**src/pcs_defines.svh**
```systemverilog
`ifndef PCS_DEFINES_SVH
`define PCS_DEFINES_SVH

// ------------------------------------------------------------
// Configuration offsets
// ------------------------------------------------------------
`define PCS_CMD_OFFSET    8'h04
`define PCS_STS_OFFSET    8'h06
`define PCS_DWORD_MASK    8'hFC

// ------------------------------------------------------------
// Command field positions
// ------------------------------------------------------------
`define PCS_CMD_IO_SPACE_ENABLE      0
`define PCS_CMD_MEMORY_SPACE_ENABLE     1
`define PCS_CMD_BUS_MASTER_ENABLE      2
`define PCS_CMD_PARITY_RESPONSE_ENABLE    6
`define PCS_CMD_SYSTEM_ERROR_ENABLE    8
`define PCS_CMD_WMASK     16'h0147
`define PCS_CMD_RESET     16'h0000

// ------------------------------------------------------------
// Status field positions
// ------------------------------------------------------------
`define PCS_STS_DPERR     8
`define PCS_STS_TABORT    12
`define PCS_STS_MABORT    13
`define PCS_STS_SERR      14
`define PCS_STS_PERR      15
`define PCS_STS_W1C_MASK  16'hF100
`define PCS_STS_RESET     16'h0000

`endif

```
**src/pcs_pkg.sv**
```systemverilog
package pcs_pkg;

    // Configuration cycle request from the bus target logic
    typedef struct packed {
        logic        wr;
        logic        rd;
        logic [7:0]  addr;
        logic [3:0]  be;
        logic [31:0] wdata;
    } pcs_cfg_req_t;

    // Bus events seen by the master and target engines
    typedef struct packed {
        logic addr_par_err;
        logic slave_wr_par_err;
        logic master_rd_par_err;
        logic target_perr_mwr;
        logic master_abort;
        logic target_abort;
    } pcs_evt_t;

    // Address decode hits before gating
    typedef struct packed {
        logic io;
        logic mem;
        logic rom;
    } pcs_hit_t;

    // Whole register state of the block
    typedef struct packed {
        logic [15:0] cmd;
        logic [15:0] sts;
        logic [31:0] rdata;
        logic        serr_n_out;
        logic        serr_oe;
        logic        perr_n_out;
        logic        perr_oe;
        logic        io_claim;
        logic        mem_claim;
        logic        rom_claim;
        logic        bus_req;
    } pcs_state_t;

endpackage

```
**src/pcs_command_status.sv**
```systemverilog
`timescale 1ns/1ps
`include "pcs_defines.svh"

module pcs_command_status (
    input  wire logic                 core_clk,
    input  wire logic                 rst_n,
    input  wire pcs_pkg::pcs_cfg_req_t cfg_req,
    output logic [31:0]               cfg_rdata,
    input  wire pcs_pkg::pcs_evt_t    evt,
    input  wire pcs_pkg::pcs_hit_t    hit,
    input  wire logic                 rom_decode_enable,
    input  wire logic                 dma_req,
    output logic                      io_claim,
    output logic                      mem_claim,
    output logic                      rom_claim,
    output logic                      bus_req,
    input  wire logic                 serr_n_in,
    output logic                      serr_n_out,
    output logic                      serr_oe,
    input  wire logic                 perr_n_in,
    output logic                      perr_n_out,
    output logic                      perr_oe,
    output logic                      io_space_enable,
    output logic                      memory_space_enable,
    output logic                      bus_master_enable,
    output logic                      parity_response_enable,
    output logic                      system_error_enable
);

    // ------------------------------------------------------------
    // State
    // ------------------------------------------------------------
    pcs_pkg::pcs_state_t st_ff;
    pcs_pkg::pcs_state_t nxt_st;

    logic        cmd_hit;
    logic [15:0] cmd_wr_bits;
    logic [15:0] sts_clr_bits;
    logic [15:0] sts_set_bits;
    logic        data_par_err;
    logic        master_dperr;
    logic        any_par_err;

    // Configuration dword holding command and status
    assign cmd_hit = (cfg_req.addr & `PCS_DWORD_MASK) == `PCS_CMD_OFFSET;

    // Byte-lane write data for the command halfword
    assign cmd_wr_bits = {cfg_req.be[1] ? cfg_req.wdata[15:8] : st_ff.cmd[15:8],
                          cfg_req.be[0] ? cfg_req.wdata[7:0]  : st_ff.cmd[7:0]};

    // Write-one-to-clear bits for the status halfword
    assign sts_clr_bits = (cfg_req.wr && cmd_hit) ?
                          ({cfg_req.be[3] ? cfg_req.wdata[31:24] : 8'h00,
                            cfg_req.be[2] ? cfg_req.wdata[23:16] : 8'h00}
                           & `PCS_STS_W1C_MASK) : 16'h0000;

    // Parity errors the device checks itself on data
    assign data_par_err = evt.slave_wr_par_err | evt.master_rd_par_err;
    // Master data parity error, own check or target report
    assign master_dperr = evt.master_rd_par_err | evt.target_perr_mwr;
    // Any source of the detected parity error flag
    assign any_par_err = evt.addr_par_err | data_par_err | evt.target_perr_mwr;

    // ------------------------------------------------------------
    // Event set terms
    // ------------------------------------------------------------
    always_comb begin
        sts_set_bits = 16'h0000;
        sts_set_bits[`PCS_STS_PERR] = any_par_err;
        sts_set_bits[`PCS_STS_SERR] = evt.addr_par_err
                                      && st_ff.cmd[`PCS_CMD_SYSTEM_ERROR_ENABLE]
                                      && st_ff.cmd[`PCS_CMD_PARITY_RESPONSE_ENABLE];
        sts_set_bits[`PCS_STS_MABORT] = evt.master_abort;
        sts_set_bits[`PCS_STS_TABORT] = evt.target_abort;
        sts_set_bits[`PCS_STS_DPERR] = master_dperr
                                       && st_ff.cmd[`PCS_CMD_PARITY_RESPONSE_ENABLE];
    end

    // ------------------------------------------------------------
    // Next state
    // ------------------------------------------------------------
    always_comb begin
        nxt_st = st_ff;
        // Only enable bits are writable, the rest stay zero
        if (cfg_req.wr && cmd_hit) begin
            nxt_st.cmd = cmd_wr_bits & `PCS_CMD_WMASK;
        end
        // Set wins over a clear in the same cycle
        nxt_st.sts = ((st_ff.sts & ~sts_clr_bits) | sts_set_bits)
                     & `PCS_STS_W1C_MASK;
        // Registered read data, zero outside this dword
        if (cfg_req.rd) begin
            nxt_st.rdata = cmd_hit ? {st_ff.sts, st_ff.cmd} : 32'h0000_0000;
        end
        // System error pin, open drain, one cycle per event
        nxt_st.serr_oe = evt.addr_par_err
                         && st_ff.cmd[`PCS_CMD_SYSTEM_ERROR_ENABLE]
                         && st_ff.cmd[`PCS_CMD_PARITY_RESPONSE_ENABLE];
        nxt_st.serr_n_out = !nxt_st.serr_oe;
        // Parity error pin only with parity response on
        nxt_st.perr_oe = data_par_err && st_ff.cmd[`PCS_CMD_PARITY_RESPONSE_ENABLE];
        nxt_st.perr_n_out = !nxt_st.perr_oe;
        // Decode gating by the space enables
        nxt_st.io_claim = hit.io && st_ff.cmd[`PCS_CMD_IO_SPACE_ENABLE];
        nxt_st.mem_claim = hit.mem && st_ff.cmd[`PCS_CMD_MEMORY_SPACE_ENABLE];
        nxt_st.rom_claim = hit.rom && rom_decode_enable
                           && st_ff.cmd[`PCS_CMD_MEMORY_SPACE_ENABLE];
        // Mastership requests need the master enable
        nxt_st.bus_req = dma_req && st_ff.cmd[`PCS_CMD_BUS_MASTER_ENABLE];
    end

    // ------------------------------------------------------------
    // Registers, cleared by hardware reset only
    // ------------------------------------------------------------
    always_ff @(posedge core_clk) begin
        if (!rst_n) begin
            st_ff.cmd        <= `PCS_CMD_RESET;
            st_ff.sts        <= `PCS_STS_RESET;
            st_ff.rdata      <= 32'h0000_0000;
            st_ff.serr_n_out <= 1'b1;
            st_ff.serr_oe    <= 1'b0;
            st_ff.perr_n_out <= 1'b1;
            st_ff.perr_oe    <= 1'b0;
            st_ff.io_claim   <= 1'b0;
            st_ff.mem_claim  <= 1'b0;
            st_ff.rom_claim  <= 1'b0;
            st_ff.bus_req    <= 1'b0;
        end else begin
            st_ff <= nxt_st;
        end
    end

    // ------------------------------------------------------------
    // Outputs
    // ------------------------------------------------------------
    assign cfg_rdata              = st_ff.rdata;
    assign io_claim               = st_ff.io_claim;
    assign mem_claim              = st_ff.mem_claim;
    assign rom_claim              = st_ff.rom_claim;
    assign bus_req                = st_ff.bus_req;
    assign serr_n_out             = st_ff.serr_n_out;
    assign serr_oe                = st_ff.serr_oe;
    assign perr_n_out             = st_ff.perr_n_out;
    assign perr_oe                = st_ff.perr_oe;
    assign io_space_enable        = st_ff.cmd[`PCS_CMD_IO_SPACE_ENABLE];
    assign memory_space_enable    = st_ff.cmd[`PCS_CMD_MEMORY_SPACE_ENABLE];
    assign bus_master_enable      = st_ff.cmd[`PCS_CMD_BUS_MASTER_ENABLE];
    assign parity_response_enable = st_ff.cmd[`PCS_CMD_PARITY_RESPONSE_ENABLE];
    assign system_error_enable    = st_ff.cmd[`PCS_CMD_SYSTEM_ERROR_ENABLE];
endmodule

```
**config.mk**
```make
export PLATFORM = sky130hd
export DESIGN_NAME = pcs_command_status
export DESIGN_NICKNAME = d
export VERILOG_FILES = /design/src/pcs_pkg.sv /design/src/pcs_command_status.sv
export VERILOG_INCLUDE_DIRS = /design/src
export SDC_FILE = /design/constraint.sdc
export NUM_CORES = 1
export LEC_CHECK = 0
export BUFFER_PORTS_ARGS = -buffer_cell sky130_fd_sc_hd__buf_4
export CORE_AREA = 2 2 62 64
export DETAILED_ROUTE_END_ITERATION = 16
export DIE_AREA = 0 0 64 66
export GPL_TIMING_DRIVEN = 0
export MAX_ROUTING_LAYER = met4
export PLACE_DENSITY = 0.77
export SYNTH_ARGS = -nofsm -noshare
export SYNTH_HDL_FRONTEND = slang
export SYNTH_SLANG_ARGS = --single-unit
export TNS_END_PERCENT = 50
```
**constraint.sdc**
```tcl
create_clock -name core_clk -period 1.4 [get_ports core_clk]
set_input_delay 0 -clock core_clk [delete_from_list [all_inputs] [get_ports core_clk]]
set_output_delay 0 -clock core_clk [all_outputs]
set_load 0.02 [all_outputs]
```
==> results of run 1 <==
==> area by class of cell <==
cell class	count	area (µm²)	area share, %
Buffer	38	263	12.7
Clock buffer	3	22.5	1.09
Inverter	5	18.8	0.908
Multi-Input combinational cell	102	547	26.5
Sequential cell	28	561	27.1
Tap cell	48	60.1	2.91
Timing Repair Buffer	73	596	28.8
==> synthesized netlist by cell type (all sizes together) <==
library cell  number
o21a               1
or4b               1
nor3               3
conb               1
or2                2
and3               3
or4                1
buf               33
nand4              1
nor4b              1
a31oi              3
dfxtp             28
o21ai             16
mux2i              5
nand2             16
nor2               5
clkbuf             5
nand3             11
nand3b            10
a21oi              1
inv                5
==> logic make-up after synthesis <==
| family | count (synthesis) |
|---|---|
| flops | 28 |
| compound gates | 21 |
| mux | 5 |
| buf+inv | 43 |
| other cells | 1 |
| simple gates | 54 |
==> per-stage QoR <==
step                      area (µm²)  util [%]  cells  hold WS (ns)  setup slack, ns
after floorplan                 1390         -    173         0.101            0.264
after global placement          1850      52.2    275         0.187          -0.0274
after detailed placement        1850      52.2    275         0.191          -0.0290
after CTS                       2070      58.2    297        0.0195            0.176
after global routing            2070      58.2    297        0.0279          0.00707
final                           2070      58.2    297        0.0281            0.177
==> timing repair <==
action,in CTS,in global routing
endpoints found under the hold margin,16,0
hold buffers,19,0
resized for setup,0,0
==> where the power goes <==
group          internal [W]  switching, W
logic              0.000149      0.000124
clock network      0.000101      0.000216
registers          0.000803    0.00000352
total               0.00105      0.000344
==> critical path, cell delays in order <==
cell	delay, ns
dlygate4sd3_1	0.54
buf_4	0.14
or4_1	0.54
o21ai_0	0.16
a21oi_1	0.05
==> routing by layer <==
metal,vias up,routed length (µm)
met5,-,0
li1,652,-
met4,0,45
met1,528,1170
met2,47,1560
met3,4,182
==> final timing paths <==
kind | start | end | slack (ns) | cells after the start
max | evt[5] | st_ff[55] | 0.18 | 5
min | cfg_req[35] | st_ff[54] | 0.03 | 4
max reg2reg | system_error_enable | system_error_enable | 0.19 | 3
min reg2reg | st_ff[48] | cfg_rdata[24] | 0.49 | 2
==> summary.md, run 1 <==
| Metric | Value |
|---|---|
| Leakage | `1.00 nW` |
| Core ar. | `3550 µm²` |
| Yosys warnings | `0` |
| I/O pin count | `106` |
| Cell area power density | `676 nW/µm²` |
| DIE AREA | `4220 µm²` |
| Postcts setup bufs | `0` |
| Commonest non-fill, non-tap cell in the layout | `buf_4` |
| Initial core utilization | `36.9%` |
| Setup Skew | `0.00834 ns` |
| CTS max path bufs | `2` |
| Largest register FFs | `10` |
| Post-synthesis cell area | `1310 µm²` |
| Die width | `64 µm` |
| Final setup viols | `0` |
| Cts bufs inserted | `3` |
| DR WL/cell | `9.97 µm` |
| CTS H-Tree Depth | `1` |
| Top-area cell type share of the netlist area | `42.8%` |
| Drt total wl | `2960 µm` |
| Met1 Use GR | `15.0%` |
| Antenna Nets Post-Route | `0` |
| Mapped Avg Cell Area | `8.62 µm²` |
| Layout cell share with drive strength beyond 1 | `37.3%` |
| DRC Markers | `0` |
| Drt first pass iters | `4` |
| Worst min path class | `input pin to flip-flop` |
| VDD IR-drop max | `336 µV` |
| Most frequent cells in the layout | `buf_4 (86), dfxtp_1 (28), conb_1 (22)` |
| Clk_lat worst skew | `0.32 ns` |
| Gr busiest metal | `met2` |
| Pwr Total | `0.00140 W` |
| Outcome | `finished clean` |
| Via count | `1231` |
| Top cells by area, synth | `dfxtp_1 (43%), buf_4 (18%), o21ai_0 (6.1%), nand3b_1 (5.7%), nand2_1 (4.6%)` |
| Gpl congestion | `0.718` |
| Kind of critical path | `input pin to flip-flop` |
| Vias in the first global route | `1108` |
| First-pass GRT wire length | `4560 µm` |
| Adder-cell share of the synthesized area | `0%` |
| Crit path required time | `1.60 ns` |
| Min Clock Period, post-route | `1.22 ns` |
| Maximum number of pins on one net before global-route repair | `15` |
| Initial antenna violation count | `0` |
| Final #Nets | `312` |
| #FFs+latches synth | `28` |
| Max-cap violations | `0` |
| Row count | `22` |
| Chip height | `66 µm` |
| Met3 global-route usage | `1.36%` |
| Setup crit end kind | `flip-flop` |
| CTS tree | `built` |
| Slew Viols, Final | `0` |
| CTS root buf | `clkbuf_4` |
| Area delta synth->final | `57.8%` |
| Post-Synth Simple-Gate Area | `23.1%` |
| Ant. Diodes | `0` |
| Xor and xnor area share after synthesis | `0%` |
| Num Clock Sinks | `28` |
| # port buffers | `54` |
| Multiplexer share of the synthesized area | `3.82%` |
| Starting DRT DRC Count | `38` |
| Synth area leader | `dfxtp_1` |
| WP data arrival | `1.43 ns` |
| DP Wirelength | `2220 µm` |
| RSZ-0062 raised after global routing | `false` |
| Clk slew on worst S/H paths | `0.14 ns` |
| Total global-route track usage | `13.9%` |
| Grt met2 use | `25.9%` |
| Yosys cell types | `23` |
| Fill cells | `338` |
| Total global routing overflow | `0` |
| Via density per instance | `4.14` |
| Final hold vios | `0` |
| Setup TNS | `0 ns` |
| Sequential share of the synthesized area | `42.8%` |
| CP Launch Type | `input pin` |
| Crit-path max FO | `2` |
| Synth Area in Compound Gates | `8.50%` |
| Tcrit/Tclk final | `87.4%` |
| Largest family of logic cells by synthesized area | `simple AND/OR/NAND/NOR gates` |
| Post-Syn Instances | `152` |
| F_max | `817 MHz` |
(Power assumes the default switching activity.)
==> run 2, diff against run 1 <==
Settings changed: BUFFER_PORTS_ARGS -buffer_cell sky130_fd_sc_hd__buf_4 to -buffer_cell sky130_fd_sc_hd__buf_2.
==> run 2 against run 1 <==
Against the previous run: critical path depth did not move; via count up 0.49%; die area did not move; global-route usage rose by 0.95 points; highest routed layer unchanged; flip-flop and latch count unchanged; largest cell class unchanged.
==> summary.md, run 2 (synthesis results as in run 1) <==
| Metric | Value |
|---|---|
| Outcome | `finished clean` |
| DR WL/cell | `10.5 µm` |
| Final worst slack | `0.137 ns` |
| Final #Nets | `312` |
| Cell area power density | `715 nW/µm²` |
| CTS H-Tree Depth | `1` |
| Initial core utilization | `36.9%` |
| Die width | `64 µm` |
| Most frequent cells in the layout | `buf_2 (54), buf_4 (32), dfxtp_1 (28)` |
| F_max | `792 MHz` |
| CTS tree | `built` |
| Final hold vios | `0` |
| Leakage | `0.973 nW` |
| Total global routing overflow | `0` |
| RSZ-0062 raised after global routing | `false` |
| Tcrit/Tclk final | `90.2%` |
| Clk_lat worst skew | `0.32 ns` |
| Ant. Diodes | `0` |
| Row count | `22` |
| Core ar. | `3550 µm²` |
| Total global-route track usage | `14.8%` |
| Commonest non-fill, non-tap cell in the layout | `buf_2` |
| Min Clock Period, post-route | `1.26 ns` |
| Starting DRT DRC Count | `49` |
| Crit-path max FO | `2` |
| Postcts setup bufs | `0` |
| DRC Markers | `0` |
| Setup Skew | `0.00136 ns` |
| Pwr Total | `0.00138 W` |
| I/O pin count | `106` |
| DP Wirelength | `2230 µm` |
| Antenna Nets Post-Route | `0` |
| Cts bufs inserted | `3` |
| Drt first pass iters | `4` |
| Fill cells | `362` |
| VDD IR-drop max | `285 µV` |
| DIE AREA | `4220 µm²` |
| Post-route design area | `1930 µm²` |
| Final setup viols | `0` |
| Initial antenna violation count | `0` |
| CTS root buf | `clkbuf_4` |
| Worst min path class | `input pin to flip-flop` |
| Drt total wl | `3110 µm` |
| Crit path required time | `1.60 ns` |
| Area delta synth->final | `47.5%` |
| First-pass GRT wire length | `4730 µm` |
| Maximum number of pins on one net before global-route repair | `15` |
| CTS max path bufs | `2` |
| Kind of critical path | `input pin to flip-flop` |
| Gpl congestion | `0.763` |
| Largest register FFs | `10` |
| Slew Viols, Final | `0` |
| Vias in the first global route | `1131` |
| CTS resizes | `0` |
| Clk slew on worst S/H paths | `0.14 ns` |
| WP data arrival | `1.46 ns` |
| Post-Place Setup Slack | `-0.00693 ns` |
| Via density per instance | `4.16` |
| Via count | `1237` |
| Layout cell share with drive strength beyond 1 | `37.3%` |
| Setup TNS | `0 ns` |
| # port buffers | `54` |
| Max-cap violations | `0` |
| CP Launch Type | `input pin` |
| Num Clock Sinks | `28` |
| Placed cell area | `1720 µm²` |
| Setup crit end kind | `flip-flop` |
| Chip height | `66 µm` |
-- run 2: cell counts in the layout (fill, tap and decap cells not counted) --
No cell type changed its count.
-- run 2: critical path, stage by stage --
cell and delay (ns):
dlygate4sd3_1 0.55, buf_2 0.14, or4_1 0.54, o21ai_0 0.18, a21oi_1 0.06
-- run 2: path summary, 6_finish.rpt --
check                                         start  cells past startpoint  slack, ns                   to
worst max-delay path                         evt[5]                      5       0.14            st_ff[55]
worst max register to register  system_error_enable                      3       0.21  system_error_enable
worst min-delay path                         evt[3]                      3       0.02           perr_n_out
worst min register to register  system_error_enable                      2       0.49              serr_oe
-- run 2: repair_timing --
action                                 4_1_cts  5_1_grt
endpoints found under the hold margin       16        0
setup endpoints to repair                    0        0
hold buffers                                19        0
-- run 2: metrics by stage --
step | util [%] | hold slack, ns | cells
after floorplan | - | 0.101 | 173
after global placement | 48.4 | 0.187 | 275
after detailed placement | 48.4 | 0.190 | 275
after CTS | 54.4 | 0.0167 | 297
after global routing | 54.4 | 0.0273 | 297
final | 54.4 | 0.0189 | 297
-- run 2: area by class of cell --
class	instances	area (µm²)	area share, %
flip-flops and latches	28	561	29.0
well taps	48	60.1	3.11
clock buffers	3	22.5	1.17
repair buffers	73	460	23.8
inverters	5	18.8	0.972
plain buffers	38	263	13.6
multi-input cells	102	547	28.3
-- run 2: routing by layer --
layer | vias up | part of all wire, % | track usage (%)
met5 | - | 0 | -
met1 | 538 | 41 | 15.0
met4 | 0 | 2.3 | 7.07
met3 | 6 | 4.9 | 1.36
met2 | 40 | 52 | 28.5
li1 | 653 | - | -
-- run 2: power breakdown --
group	internal, W	switching (W)
logic	0.000125	0.000125
registers	0.000804	0.00000335
clock network	0.000101	0.000223
total	0.00103	0.000351
